`config.mk`:
```
export PLATFORM = sky130hd
export DESIGN_NAME = ars_unit
export DESIGN_NICKNAME = d
export VERILOG_FILES = /design/src/design/ars_pkg.sv /design/src/design/ars_barrel.sv /design/src/design/ars_flags.sv /design/src/design/ars_unit.sv
export VERILOG_INCLUDE_DIRS = /design/src /design/src/design
export SDC_FILE = /design/constraint.sdc
export NUM_CORES = 1
export LEC_CHECK = 0
export BUFFER_PORTS_ARGS = -buffer_cell sky130_fd_sc_hd__clkbuf_2
export CAP_MARGIN = 10
export CORE_MARGIN = 4
export CORE_UTILIZATION = 50
export CTS_BUF_LIST = sky130_fd_sc_hd__clkbuf_8 sky130_fd_sc_hd__clkbuf_16
export DETAILED_ROUTE_END_ITERATION = 12
export PLACE_DENSITY_LB_ADDON = 0.12
export REMOVE_ABC_BUFFERS = 1
export SLEW_MARGIN = 20
export SYNTH_ARGS = -nofsm -noshare
export SYNTH_HDL_FRONTEND = slang
export SYNTH_HIERARCHICAL = 1
export SYNTH_SLANG_ARGS = --single-unit
```
`constraint.sdc`:
```
create_clock -name ref_clk_i -period 5.2 [get_ports ref_clk_i]
set_input_delay 0.52 -clock ref_clk_i [delete_from_list [all_inputs] [get_ports ref_clk_i]]
set_output_delay 0.52 -clock ref_clk_i [all_outputs]
set_load 0.005 [all_outputs]
```
`src/design/ars_defines.svh`:
```
// Constants of the arithmetic right-shift unit.
// Assumes inclusion by bare name from design files and packages.
`ifndef ARS_DEFINES_SVH
`define ARS_DEFINES_SVH

// Data widths
`define ARS_WORD_W        16
`define ARS_ACC_W         36
`define ARS_AMT_W         4
// Flag positions in the condition flags byte
`define ARS_FLG_C         0
`define ARS_FLG_V         1
`define ARS_FLG_Z         2
`define ARS_FLG_N         3
`define ARS_FLG_U         4
`define ARS_FLG_E         5
`define ARS_FLG_L         6
`define ARS_FLG_SZ        7
// Timing: oscillator cycles per operation before result is valid
`define ARS_BASE_CYCLES   2
// Reset values
`define ARS_FLAGS_RST     8'h00
`define ARS_ACC_RST       36'h0_0000_0000

`endif

```
`src/design/ars_pkg.sv`:
```
// Types of the arithmetic right-shift unit.
// Assumes ars_defines.svh is reachable on the include path.
`include "ars_defines.svh"
package ars_pkg;

   // Operation selects
   typedef enum logic [1:0] {
      ARS_OP_SINGLE = 2'b00,
      ARS_OP_ACCUM  = 2'b01,
      ARS_OP_MULTI  = 2'b10,
      ARS_OP_NONE   = 2'b11
   } ars_op_t;

   // Source pair selects for multi-bit operations
   typedef enum logic [2:0] {
      ARS_PR_Y1_X0 = 3'b000,
      ARS_PR_Y0_X0 = 3'b001,
      ARS_PR_Y1_Y0 = 3'b010,
      ARS_PR_Y0_Y0 = 3'b011,
      ARS_PR_A1_Y0 = 3'b100,
      ARS_PR_B1_Y1 = 3'b101,
      ARS_PR_BAD6  = 3'b110,
      ARS_PR_BAD7  = 3'b111
   } ars_pair_t;

   // Destination kind: accumulator or 16-bit register
   typedef enum logic [1:0] {
      ARS_DST_ACC_A = 2'b00,
      ARS_DST_ACC_B = 2'b01,
      ARS_DST_REG16 = 2'b10,
      ARS_DST_BAD   = 2'b11
   } ars_dst_t;

   // Register operands from the register file
   typedef struct packed {
      logic [15:0] x0;
      logic [15:0] y0;
      logic [15:0] y1;
      logic [35:0] acc_a;
      logic [35:0] acc_b;
      logic [15:0] reg16;
   } ars_regs_t;

   // Issued operation from the decoder
   typedef struct packed {
      ars_op_t   op;
      ars_pair_t pair;
      ars_dst_t  dst;
      logic [1:0] mv_extra;
      logic       mv_limited;
      logic       mv_size_growth;
      logic       mv_read_active;
   } ars_cmd_t;

   // Result handed back to the register file
   typedef struct packed {
      ars_dst_t    dst;
      logic [35:0] value;
      logic [7:0]  flags;
   } ars_result_t;

   // Sequencer states
   typedef enum logic [1:0] {
      ARS_ST_IDLE = 2'b00,
      ARS_ST_EXEC = 2'b01,
      ARS_ST_MOVE = 2'b10,
      ARS_ST_DONE = 2'b11
   } ars_state_t;

endpackage

```
`src/design/ars_barrel.sv`:
```
// Arithmetic barrel shifter, right by a small amount.
// Assumes a combinational use; no clock inside.
`timescale 1ns/10ps
module ars_barrel
   import ars_pkg::*;
#(
   parameter int WIDTH = 36,
   parameter int AMT_W = 4
) (
   // Operand and amount
   input  wire logic [WIDTH-1:0] data_i,
   input  wire logic [AMT_W-1:0] amt_i,
   // Shifted value
   output logic      [WIDTH-1:0] data_o
);

   // One stage per amount bit, sign fill from the top
   logic [WIDTH-1:0] stage [0:AMT_W];
   assign stage[0] = data_i;

   genvar g;
   generate
      for (g = 0; g < AMT_W; g++) begin : g_stage
         assign stage[g+1] = amt_i[g] ? WIDTH'($signed(stage[g]) >>> (2**g)) : stage[g];
      end
   endgenerate

   assign data_o = stage[AMT_W];

endmodule // ars_barrel

```
`src/design/ars_flags.sv`:
```
// Condition flag builder for shift results.
// Assumes result values and move status arrive from the same clock.
`timescale 1ns/10ps
`include "ars_defines.svh"
module ars_flags
   import ars_pkg::*;
(
   // Result and context
   input  wire logic [35:0] value_i,
   input  wire logic        is_acc_i,
   input  wire ars_op_t     op_i,
   input  wire logic        carry_i,
   input  wire logic        mv_limited_i,
   input  wire logic        mv_size_growth_i,
   input  wire logic [7:0]  flags_prev_i,
   // New flags
   output logic      [7:0]  flags_o
);

   // Sign, zero and top bits of the result
   wire       msb16     = value_i[15];
   wire       msb36     = value_i[35];
   wire       zero_acc  = (value_i == 36'h0_0000_0000);
   wire       zero_16   = (value_i[15:0] == 16'h0000);
   wire       neg       = is_acc_i ? msb36 : msb16;
   wire       zero      = is_acc_i ? zero_acc : zero_16;
   // Extension in use: bits 35..31 not all equal
   wire       ext_use   = is_acc_i && !((&value_i[35:31]) || !(|value_i[35:31]));
   // Unnormalized: bits 31 and 30 agree and extension idle; for a 16-bit result, bits 15 and 14 agree
   wire       unnorm    = is_acc_i ? (!ext_use && (value_i[31] == value_i[30]))
                                   : (value_i[15] == value_i[14]);
   wire       is_single = (op_i == ARS_OP_SINGLE);

   // Merge per operation; others keep their old value
   always_comb begin
      flags_o = flags_prev_i;
      flags_o[`ARS_FLG_N] = neg;
      flags_o[`ARS_FLG_Z] = zero;
      if (is_single) begin
         flags_o[`ARS_FLG_C]  = carry_i;
         flags_o[`ARS_FLG_V]  = 1'b0;
         flags_o[`ARS_FLG_E]  = ext_use;
         flags_o[`ARS_FLG_U]  = unnorm;
         flags_o[`ARS_FLG_L]  = mv_limited_i;
         flags_o[`ARS_FLG_SZ] = mv_size_growth_i;
      end
   end

endmodule // ars_flags

```
`src/design/ars_unit.sv`:
```
// Arithmetic right-shift slice: single-bit, accumulate and multi-bit forms.
// Assumes the decoder issues one command at a time and waits for done.
`timescale 1ns/10ps
`include "ars_defines.svh"
module ars_unit
   import ars_pkg::*;
(
   // Clock and reset
   input  wire logic        ref_clk_i,
   input  wire logic        srst_i,
   // Command from decoder
   input  wire logic        cmd_valid_i,
   input  wire ars_cmd_t    cmd_i,
   input  wire ars_regs_t   regs_i,
   input  wire logic [7:0]  flags_i,
   input  wire logic        limit_enable_bit_i,
   // Handshake and result
   output logic             cmd_ready_o,
   output logic             result_valid_o,
   output ars_result_t      result_o,
   output logic             illegal_o
);

   // Sequencer state and move-cycle count
   ars_state_t  state;
   ars_state_t  next_state;
   logic [1:0]  mv_cnt;
   logic [1:0]  next_mv_cnt;

   // Command, operands and flags captured at the taking edge
   ars_cmd_t    cmd;
   ars_regs_t   regs;
   logic [7:0]  flags_prev;

   // Registered result toward the register file
   ars_result_t result;
   logic        result_valid;
   logic        illegal;

   // Source pair decode
   logic [15:0] src1;
   logic [15:0] src2;
   logic        pair_ok;
   always_comb begin
      src1    = 16'h0000;
      src2    = 16'h0000;
      pair_ok = 1'b1;
      case (cmd.pair)
         ARS_PR_Y1_X0: begin
            src1 = regs.y1;
            src2 = regs.x0;
         end
         ARS_PR_Y0_X0: begin
            src1 = regs.y0;
            src2 = regs.x0;
         end
         ARS_PR_Y1_Y0: begin
            src1 = regs.y1;
            src2 = regs.y0;
         end
         ARS_PR_Y0_Y0: begin
            src1 = regs.y0;
            src2 = regs.y0;
         end
         ARS_PR_A1_Y0: begin
            src1 = regs.acc_a[31:16];                                // Upper word of A
            src2 = regs.y0;
         end
         ARS_PR_B1_Y1: begin
            src1 = regs.acc_b[31:16];                                // Upper word of B
            src2 = regs.y1;
         end
         default: begin
            pair_ok = 1'b0;
         end
      endcase
   end

   // Destination decode
   wire         dst_is_acc = (cmd.dst == ARS_DST_ACC_A) || (cmd.dst == ARS_DST_ACC_B);
   wire         dst_ok     = (cmd.dst != ARS_DST_BAD);
   wire         dst_is_b   = (cmd.dst == ARS_DST_ACC_B);
   wire  [35:0] dst_acc    = dst_is_b ? regs.acc_b : regs.acc_a;
   wire  [35:0] dst_val    = dst_is_acc ? dst_acc : {20'h0_0000, regs.reg16};

   // Legality of pair and destination per operation
   wire         single_ok  = dst_ok;
   wire         accum_ok   = pair_ok && dst_is_acc;
   wire         multi_ok   = pair_ok && dst_ok;

   // Single-bit shift, top bit held
   wire  [35:0] single_acc = {dst_val[35], dst_val[35:1]};
   wire  [15:0] single_16  = {dst_val[15], dst_val[15:1]};
   wire  [35:0] single_res = dst_is_acc ? single_acc : {20'h0_0000, single_16};
   wire         single_c   = dst_val[0];

   // Shift amount: four low bits of the second source
   wire  [`ARS_AMT_W-1:0] amt = src2[`ARS_AMT_W-1:0];

   // Accumulate: sign-extend, append zeros, shift, add
   wire  [3:0]  acc_ext    = {4{src1[15]}};
   wire  [35:0] acc_wide   = {acc_ext, src1, 16'h0000};
   logic [35:0] acc_shift;
   ars_barrel #(
      .WIDTH (`ARS_ACC_W),
      .AMT_W (`ARS_AMT_W)
   ) u_acc_shift (
      .data_i (acc_wide),
      .amt_i  (amt),
      .data_o (acc_shift)
   );

   // Add into the destination accumulator, never limited
   wire  [35:0] accum_res  = 36'(acc_shift + dst_acc);

   // Multi-bit shift of the 16-bit source
   logic [15:0] multi_16;
   ars_barrel #(
      .WIDTH (`ARS_WORD_W),
      .AMT_W (`ARS_AMT_W)
   ) u_multi_shift (
      .data_i (src1),
      .amt_i  (amt),
      .data_o (multi_16)
   );

   // Accumulator target: upper word shifted, lower cleared, extended from 31
   wire  [35:0] multi_acc  = {{4{multi_16[15]}}, multi_16, 16'h0000};
   wire  [35:0] multi_reg  = {20'h0_0000, multi_16};
   wire  [35:0] multi_res  = dst_is_acc ? multi_acc : multi_reg;

   // Result and legality select
   logic [35:0] op_res;
   logic        op_ok;
   always_comb begin
      op_res = 36'h0_0000_0000;
      op_ok  = 1'b0;
      case (cmd.op)
         ARS_OP_SINGLE: begin
            op_res = single_res;
            op_ok  = single_ok;
         end
         ARS_OP_ACCUM: begin
            op_res = accum_res;
            op_ok  = accum_ok;
         end
         ARS_OP_MULTI: begin
            op_res = multi_res;
            op_ok  = multi_ok;
         end
         default: begin
            op_res = 36'h0_0000_0000;
            op_ok  = 1'b0;
         end
      endcase
   end

   // Flags for the result
   logic [7:0] new_flags;
   ars_flags u_flags (
      .value_i          (op_res),
      .is_acc_i         (dst_is_acc),
      .op_i             (cmd.op),
      .carry_i          (single_c),
      .mv_limited_i     (cmd.mv_limited),
      .mv_size_growth_i (cmd.mv_size_growth),
      .flags_prev_i     (flags_prev),
      .flags_o          (new_flags)
   );

   // State decode and last move cycle
   wire         st_idle    = (state == ARS_ST_IDLE);
   wire         st_exec    = (state == ARS_ST_EXEC);
   wire         mv_last    = (mv_cnt == 2'b00);

   // Next result: old value and flags kept when refused
   wire  [35:0] next_value   = op_ok ? op_res : dst_val;
   wire  [7:0]  next_flags   = op_ok ? new_flags : flags_prev;
   wire         next_illegal = !op_ok;
   wire         next_valid   = (next_state == ARS_ST_DONE);

   // Sequencer: capture, execute, optional move cycles
   wire         take       = st_idle && cmd_valid_i;

   // Single shift with extra parallel-move cycles
   wire         op_single    = (cmd.op == ARS_OP_SINGLE);
   wire         is_single_mv = op_single && (cmd.mv_extra != 2'b00);
   always_comb begin
      next_state  = state;
      next_mv_cnt = mv_cnt;
      case (state)
         ARS_ST_IDLE: begin
            if (cmd_valid_i) begin
               next_state = ARS_ST_EXEC;
            end
         end
         ARS_ST_EXEC: begin
            if (is_single_mv) begin
               next_state  = ARS_ST_MOVE;
               next_mv_cnt = 2'(cmd.mv_extra - 2'd1);
            end else begin
               next_state = ARS_ST_DONE;
            end
         end
         ARS_ST_MOVE: begin
            if (mv_last) begin
               next_state = ARS_ST_DONE;
            end else begin
               next_mv_cnt = 2'(mv_cnt - 2'd1);
            end
         end
         ARS_ST_DONE: begin
            next_state = ARS_ST_IDLE;
         end
         default: begin
            next_state = ARS_ST_IDLE;
         end
      endcase
   end

   // State and move-cycle count
   always_ff @(posedge ref_clk_i) begin
      if (srst_i) begin
         state  <= ARS_ST_IDLE;
         mv_cnt <= 2'b00;
      end else begin
         state  <= next_state;
         mv_cnt <= next_mv_cnt;
      end
   end

   // Operands held for the whole operation
   always_ff @(posedge ref_clk_i) begin
      if (srst_i) begin
         cmd        <= '{op: ARS_OP_NONE, pair: ARS_PR_Y1_X0, dst: ARS_DST_ACC_A, default: '0};
         regs       <= '0;
         flags_prev <= `ARS_FLAGS_RST;
      end else if (take) begin
         cmd        <= cmd_i;
         regs       <= regs_i;
         flags_prev <= flags_i;
      end
   end

   // Result registered at the end of the execute cycle
   always_ff @(posedge ref_clk_i) begin
      if (srst_i) begin
         result <= '{dst: ARS_DST_ACC_A, value: `ARS_ACC_RST, flags: `ARS_FLAGS_RST};
      end else if (st_exec) begin
         result.dst   <= cmd.dst;
         result.value <= next_value;
         result.flags <= next_flags;
      end
   end

   // Refusal flag, shown with the result it belongs to
   always_ff @(posedge ref_clk_i) begin
      if (srst_i) begin
         illegal <= 1'b0;
      end else if (st_exec) begin
         illegal <= next_illegal;
      end
   end

   // Done pulse as the last cycle closes
   always_ff @(posedge ref_clk_i) begin
      if (srst_i) begin
         result_valid <= 1'b0;
      end else begin
         result_valid <= next_valid;
      end
   end

   // Handshake outputs; limit enable reaches no result
   assign cmd_ready_o    = st_idle;
   assign result_valid_o = result_valid;

   // Data outputs straight from flip-flops
   assign result_o       = result;
   assign illegal_o      = illegal;

endmodule // ars_unit

```
==> flow_metrics.env, run 1 <==
export IMPL_drt_first_pass_iters=7
export IMPL_hold_buffers=0
export IMPL_avgViaCountPerCell=5.691
export IMPL_drive_gt1_share_pct=31.08
export IMPL_final_setup_viol_count=3
export IMPL_synthTopCellsByArea="dfxtp_1 29%, nand2_1 12%, mux2i_1 8.8%, a21oi_1 7.9%, mux2_2 5.2%"
export IMPL_synth_main_ff_cell="dfxtp_1"
export IMPL_drt_total_wl_mm=47.48
export IMPL_max_freq_ghz=0.1818
export IMPL_p_total_uw=10710
export IMPL_violations="setup timing"
export IMPL_start_kind="flop"
export IMPL_grt_max_degree=81
export IMPL_num_nets_final=2446
export IMPL_place_gp_congestion=0.9867
export IMPL_syn_to_final_growth_pct=32.36
export IMPL_syn_area_sq_um=13680
export IMPL_die_x_microns=173.4
export IMPL_peakVddDrop_v=0.0004676
export IMPL_cts_root_buffer="clkbuf_16"
export IMPL_synth_edf_count=0
export IMPL_reg2reg_to="result_o[2]$_SDFFE_PP0N_"
export IMPL_power_density_nw_per_um2=591.1
export IMPL_yosysTopAreaCell="dfxtp_1"
export IMPL_hold_start="regs_i[68]"
export IMPL_cpPeakStageDelay_ps=530
export IMPL_synth_seq_cells=195
export IMPL_cp_common_cell="nand2_1"
export IMPL_synth_warnings=6
export IMPL_ys_seq_area_share_pct=28.53
export IMPL_fin_worst_skew_ps=16.19
export IMPL_maxSlewHeadroom_pct=26.60
export IMPL_grt_setup_unrepaired="true"
export IMPL_clk_path_buf_depth=2
export IMPL_fp_dieH_microns=173.4
export IMPL_worstRegToRegCells=25
export IMPL_htree_levels=4
export IMPL_num_antenna_cells=0
export IMPL_wl_per_cell_microns=18.31
export IMPL_holdPathStages=3
export IMPL_clk_pin_slew_ps=80
export IMPL_antenna_left=0
export IMPL_netlist_instances=1826
export IMPL_end_kind="flop"
export IMPL_worst_slew_pin_slew_ps=1101
export IMPL_hold_path_end="regs[68]$_SDFFE_PP0P_"
export IMPL_hold_class="primary input to flop"
export IMPL_drv_slew=0
export IMPL_critical_path_slowest_cell="or4_4"
export IMPL_dpl_hpwl_mm=35.60
export IMPL_reg2reg_from="cmd[8]$_SDFFE_PP0P_"
export IMPL_r2r_slack_ps=-300
export IMPL_fin_hold_ws_ps=274.4
export IMPL_overflow=0
export IMPL_synth_async_sr_flop_share_pct=0
export IMPL_clkLatencyLatePin_ps=460
export IMPL_maxCapViolCount=0
export IMPL_initial_core_util_pct=50.77
export IMPL_numCtsBuffers=17
export IMPL_die_area_sq_um=30070
export IMPL_worstSetupPathType="flop to flop"
export IMPL_final_setup_worst_slack_ps=-301.2
export IMPL_synth_cell_type_count=86
export IMPL_p_leak_uw=0.007800
export IMPL_cts_sinks=195
export IMPL_status="finished, violations left"
export IMPL_rows=60
export IMPL_worst_ep_required_time_ps=5560
export IMPL_crit_fanout=8
export IMPL_drtIter0Drc=1300
export IMPL_grt_pass1_wl_mm=74.98
export IMPL_antenna_found_initial=1
export IMPL_finalCritPeriodShare_pct=105.8
export IMPL_drc=0
export IMPL_io_pins=209
export IMPL_vias=14756
export IMPL_core_area_sq_um=26950
export IMPL_track_usage_pct=30.58
export IMPL_grt_pass1_vias=14350
export IMPL_synth_top_cell_area_share_pct=28.53
export IMPL_syn_area_per_cell_sq_um=7.493
export IMPL_cts_tree="yes"
export IMPL_hold_viol=0
export IMPL_arrival_ps=5870
export IMPL_min_period_ps=5501
export IMPL_portBuffers=194
## state kept, by name (all words and copies together) (netlist names)
name	count
regs	124
state	2
flags_prev	8
result_valid_o	1
mv_cnt	2
illegal_o	1
cmd	11
result_o	46
## per-stage QoR
stage                     setup WS (ps)  std cells  cell area (sq um)  setup TNS [ps]  utilization (%)
final                            -301.2       2593              18110          -568.1            67.20
after global placement           -542.4       2511              16640           -1321            61.75
after detailed placement         -585.2       2511              16640           -1494            61.75
after global routing             -637.9       2593              18110           -1801            67.20
after floorplan                   -6748       1718              13180         -218340                -
after CTS                        -218.6       2590              18030          -350.9            66.88
## critical path: cells and delay by family (launching register included)
family	cells	cell delay [ps]
AOI/OAI and AO/OA	9	1890
muxes	2	540
buffers and inverters	3	540
adders and majority gates	1	300
and+or+nand+nor	10	1760
DFF	1	360
## routing by layer
metal | global-route usage (%) | share of wire (%) | up-vias
met1 | 40.16 | 44 | 6895
met4 | 11.27 | 3.2 | 0
met3 | 5.518 | 6.5 | 79
li1 | - | - | 7298
met5 | 0 | 0 | -
met2 | 50.40 | 47 | 484
## kinds of logic after synthesis
group / after synthesis / share of synthesized area [%]
AND/OR/NAND/NOR: 671 / 20.63
XOR/XNOR: 27 / 1.728
other: 1 / 0.02741
adder cells (fa/ha/maj): 47 / 4.353
multiplexers: 189 / 14.92
flip-flops: 195 / 28.53
AO/OA/AOI/OAI: 512 / 24.06
buffers and inverters: 184 / 5.743
## cell usage after synthesis, drive strengths merged (4+ instances only)
cell type / number
a211oi: 18
a21boi: 4
a21o: 13
a21oi: 215
a221o: 4
a221oi: 6
a222oi: 21
a22o: 5
a22oi: 48
a311oi: 16
a31oi: 11
and2: 11
buf: 38
clkbuf: 105
dfxtp: 195
ha: 46
inv: 38
mux2: 64
mux2i: 120
mux4: 5
nand2: 425
nand2b: 7
nand3: 13
nand3b: 4
nand4: 12
nor2: 135
nor2b: 18
nor3: 13
nor3b: 5
nor4: 8
o211ai: 12
o21a: 4
o21ai: 73
o21bai: 5
o221ai: 10
o22ai: 21
o31ai: 5
or3: 6
xnor2: 14
xor2: 13
## area by class of cell
cell class | instances | area [sq um]
Clock buffer | 17 | 425.4
Clock inverter | 15 | 120.1
Fill cell | 2392 | 8841
Inverter | 41 | 153.9
Multi-Input combinational cell | 1482 | 9588
Sequential cell | 195 | 3911
Tap cell | 341 | 426.7
Timing Repair Buffer | 502 | 3485
## where the power goes
| group | switching, uW | total, uW | internal [uW] | leakage (uW) |
|---|---|---|---|---|
| Clock | 611 | 1270 | 655 | 0.000270 |
| Combinational | 4050 | 7370 | 3320 | 0.00593 |
| Sequential | 217 | 2070 | 1850 | 0.00160 |
| Total | 4880 | 10700 | 5830 | 0.00780 |
## layout by cell type (no fill, tap or decap), drive strengths merged, types with 6 or more instances in the layout
master	Yosys	routed
a211oi	18	18
mux2	64	64
o221ai	10	10
nand2	425	425
o21ai	73	73
buf	38	307
a221oi	6	6
a22oi	48	48
a21o	13	13
or3	6	6
nand4	12	12
nor2	135	135
a222oi	21	21
xnor2	14	14
conb	1	36
xor2	13	13
ha	46	46
nor4	8	8
o22ai	21	21
nand3	13	13
nor3	13	13
clkbuf	105	210
a31oi	11	11
nand2b	7	7
a311oi	16	16
o211ai	12	12
dfxtp	195	195
mux2i	120	120
inv	38	45
a21oi	215	215
and2	11	11
nor2b	18	18
## what timing repair did
item	4_1_cts	5_1_grt
setup endpoints to repair	4	6
gates cloned	3	0
resized for setup	98	11
pin swaps	51	5
setup buffers	44	3
## how the worst max path moves through the flow
| stage | slack [ps] | start | depth (start not counted) | end |
|---|---|---|---|---|
| 2_1_floorplan | -6750 | cmd[7]$_SDFFE_PP0P_ | 24 | result_o[4]$_SDFFE_PP0N_ |
| 3_3_place_gp | -540 | cmd[9]$_SDFFE_PP0P_ | 25 | result_o[2]$_SDFFE_PP0N_ |
| 3_5_place_dp | -590 | cmd[9]$_SDFFE_PP0P_ | 25 | result_o[2]$_SDFFE_PP0N_ |
| 4_1_cts | -220 | cmd[7]$_SDFFE_PP0P_ | 25 | result_o[2]$_SDFFE_PP0N_ |
| 5_1_grt | -640 | cmd[7]$_SDFFE_PP0P_ | 30 | result_o[2]$_SDFFE_PP0N_ |
| 6_report | -300 | cmd[8]$_SDFFE_PP0P_ | 25 | result_o[2]$_SDFFE_PP0N_ |
No activity file was read; power rests on OpenSTA's default activity.
==> run 2: changes to the inputs <==
- clock period: 5.2 -> 5.9 ns (I/O delays scaled with it)
==> flow_metrics.env, run 2 (synthesis gave the netlist of run 1 again) <==
export IMPL_status="finished clean"
export IMPL_drc=0
export IMPL_final_setup_worst_slack_ps=166.6
export IMPL_drt_total_wl_mm=45.49
export IMPL_fin_worst_skew_ps=16.12
export IMPL_avgViaCountPerCell=5.804
export IMPL_vias=14208
export IMPL_final_setup_viol_count=0
export IMPL_wl_per_cell_microns=18.58
export IMPL_io_pins=209
export IMPL_cts_tree="yes"
export IMPL_maxSlewHeadroom_pct=30.18
export IMPL_crit_fanout=18
export IMPL_fin_setup_tns_ps=0
export IMPL_grt_pass1_wl_mm=70.82
export IMPL_start_kind="flop"
export IMPL_antenna_found_initial=2
export IMPL_register_area_sq_um=3909
export IMPL_worst_slew_pin_slew_ps=1031
export IMPL_track_usage_pct=28.74
export IMPL_hold_buffers=0
export IMPL_drv_slew=0
export IMPL_rows=60
export IMPL_largest_reg_flops=124
export IMPL_min_period_ps=5733
export IMPL_clk_path_buf_depth=2
export IMPL_clkLatencyLatePin_ps=450
export IMPL_peakVddDrop_v=0.0003588
export IMPL_final_core_util_pct=62.01
export IMPL_hold_viol=0
export IMPL_end_kind="flop"
export IMPL_drt_first_pass_iters=6
export IMPL_maxCapViolCount=0
export IMPL_power_density_nw_per_um2=518.7
export IMPL_htree_levels=4
export IMPL_multiInputGateArea_sq_um=9373
export IMPL_worstSetupPathType="flop to flop"
export IMPL_hold_class="primary input to flop"
export IMPL_grt_max_degree=108
export IMPL_core_area_sq_um=26950
export IMPL_die_area_sq_um=30070
export IMPL_die_x_microns=173.4
export IMPL_worst_ep_required_time_ps=6250
export IMPL_initial_core_util_pct=50.77
export IMPL_largest_register="regs"
export IMPL_drtIter0Drc=1154
export IMPL_antenna_left=0
export IMPL_overflow=0
export IMPL_finalCritPeriodShare_pct=97.18
export IMPL_numCtsBuffers=17
export IMPL_max_freq_ghz=0.1744
export IMPL_post_place_ws_ps=31.58
export IMPL_drive_gt1_share_pct=25.30
export IMPL_fp_dieH_microns=173.4
export IMPL_cts_sinks=195
export IMPL_p_leak_uw=0.007016
export IMPL_grt_pass1_vias=13456
export IMPL_dpl_hpwl_mm=34.00
export IMPL_num_nets_final=2301
export IMPL_place_gp_congestion=0.9833
export IMPL_arrival_ps=6080
export IMPL_num_antenna_cells=0
export IMPL_cts_root_buffer="clkbuf_16"
export IMPL_final_common_cell="nand2_1"
export IMPL_final_cell_mix="423 x nand2_1, 206 x a21oi_1, 193 x dfxtp_1, 193 x clkbuf_2, 155 x buf_4"
export IMPL_portBuffers=194
export IMPL_syn_to_final_growth_pct=22.14
export IMPL_clk_pin_slew_ps=90
export IMPL_fillers=2581
[run 2: cell count changes in the layout (fill, tap and decap cells not counted), sizes merged, moves of 2 or more]
cell / change
clkinv: +3
inv: +2
buf: -144
clkinvlp: -4
bufbuf: -2
[run 2: per-stage QoR]
stage	std cells	cell area, sq um	total power [uW]	hold slack (ps)
3_3_place_gp	2402	15810	7175	439.0
4_1_cts	2434	16380	8420	332.3
3_5_place_dp	2402	15810	7210	443.9
2_1_floorplan	1718	13180	5287	426.7
5_1_grt	2448	16710	9284	342.1
6_report	2448	16710	8669	348.7
[run 2: power by group]
group | switching, uW | internal, uW | leakage, uW
combinational | 3340 | 2330 | 0.00513
sequential | 194 | 1630 | 0.00160
clock | 614 | 562 | 0.000281
total | 4150 | 4520 | 0.00702
[run 2: layout make-up]
| cell class | count | share of cell area (%) |
|---|---|---|
| multi-input combinational | 1482 | 56.09 |
| sequential | 195 | 23.39 |
| timing repair buffer | 357 | 13.64 |
| inverter | 41 | 0.9209 |
| clock inverter | 15 | 0.8610 |
| clock buffer | 17 | 2.546 |
| tap | 341 | 2.553 |
[run 2: worst max-delay path, cell delays in order (launching register included)]
cell and delay (ps):
dfxtp_4 370, mux2i_1 190, nand2_1 80, o21ai_2 100, o21ai_4 110, buf_12 170, buf_4 150, mux4_2 450
mux2_4 300, nor2_1 140, a21oi_2 80, ha_1 330, nand3b_1 150, a211oi_4 400, o31ai_4 140, buf_4 150
buf_4 120, o21ai_0 260, xor2_1 110, a222oi_1 430, nor2_1 70, inv_1 70, ha_1 190, nor4b_1 370
nand4_1 200, a21oi_1 150, nand2_1 60, a311oi_1 280
[run 2: per-layer routing]
metal	share of wire (%)	vias to the layer above	GRT usage (%)
li1	-	7005	-
met1	45	6666	38.93
met2	46	464	47.23
met3	6.1	71	3.817
met4	3.0	2	10.01
met5	0.029	-	0
[run 2: repair_timing]
action,CTS,global route
buffers inserted,0,14
setup endpoints to repair,1,3
resized for setup,1,57
cloned,0,1
pin swaps,0,26
[run 2: final timing paths]
path	end	cells after the start	slack, ps	start
hold / removal	regs[103]$_SDFFE_PP0P_	3	350	regs_i[103]
hold reg to reg	regs[85]$_SDFFE_PP0P_	2	450	regs[85]$_SDFFE_PP0P_
setup / recovery	result_o[2]$_SDFFE_PP0N_	27	170	cmd[7]$_SDFFE_PP0P_
setup reg to reg	result_o[2]$_SDFFE_PP0N_	27	170	cmd[7]$_SDFFE_PP0P_
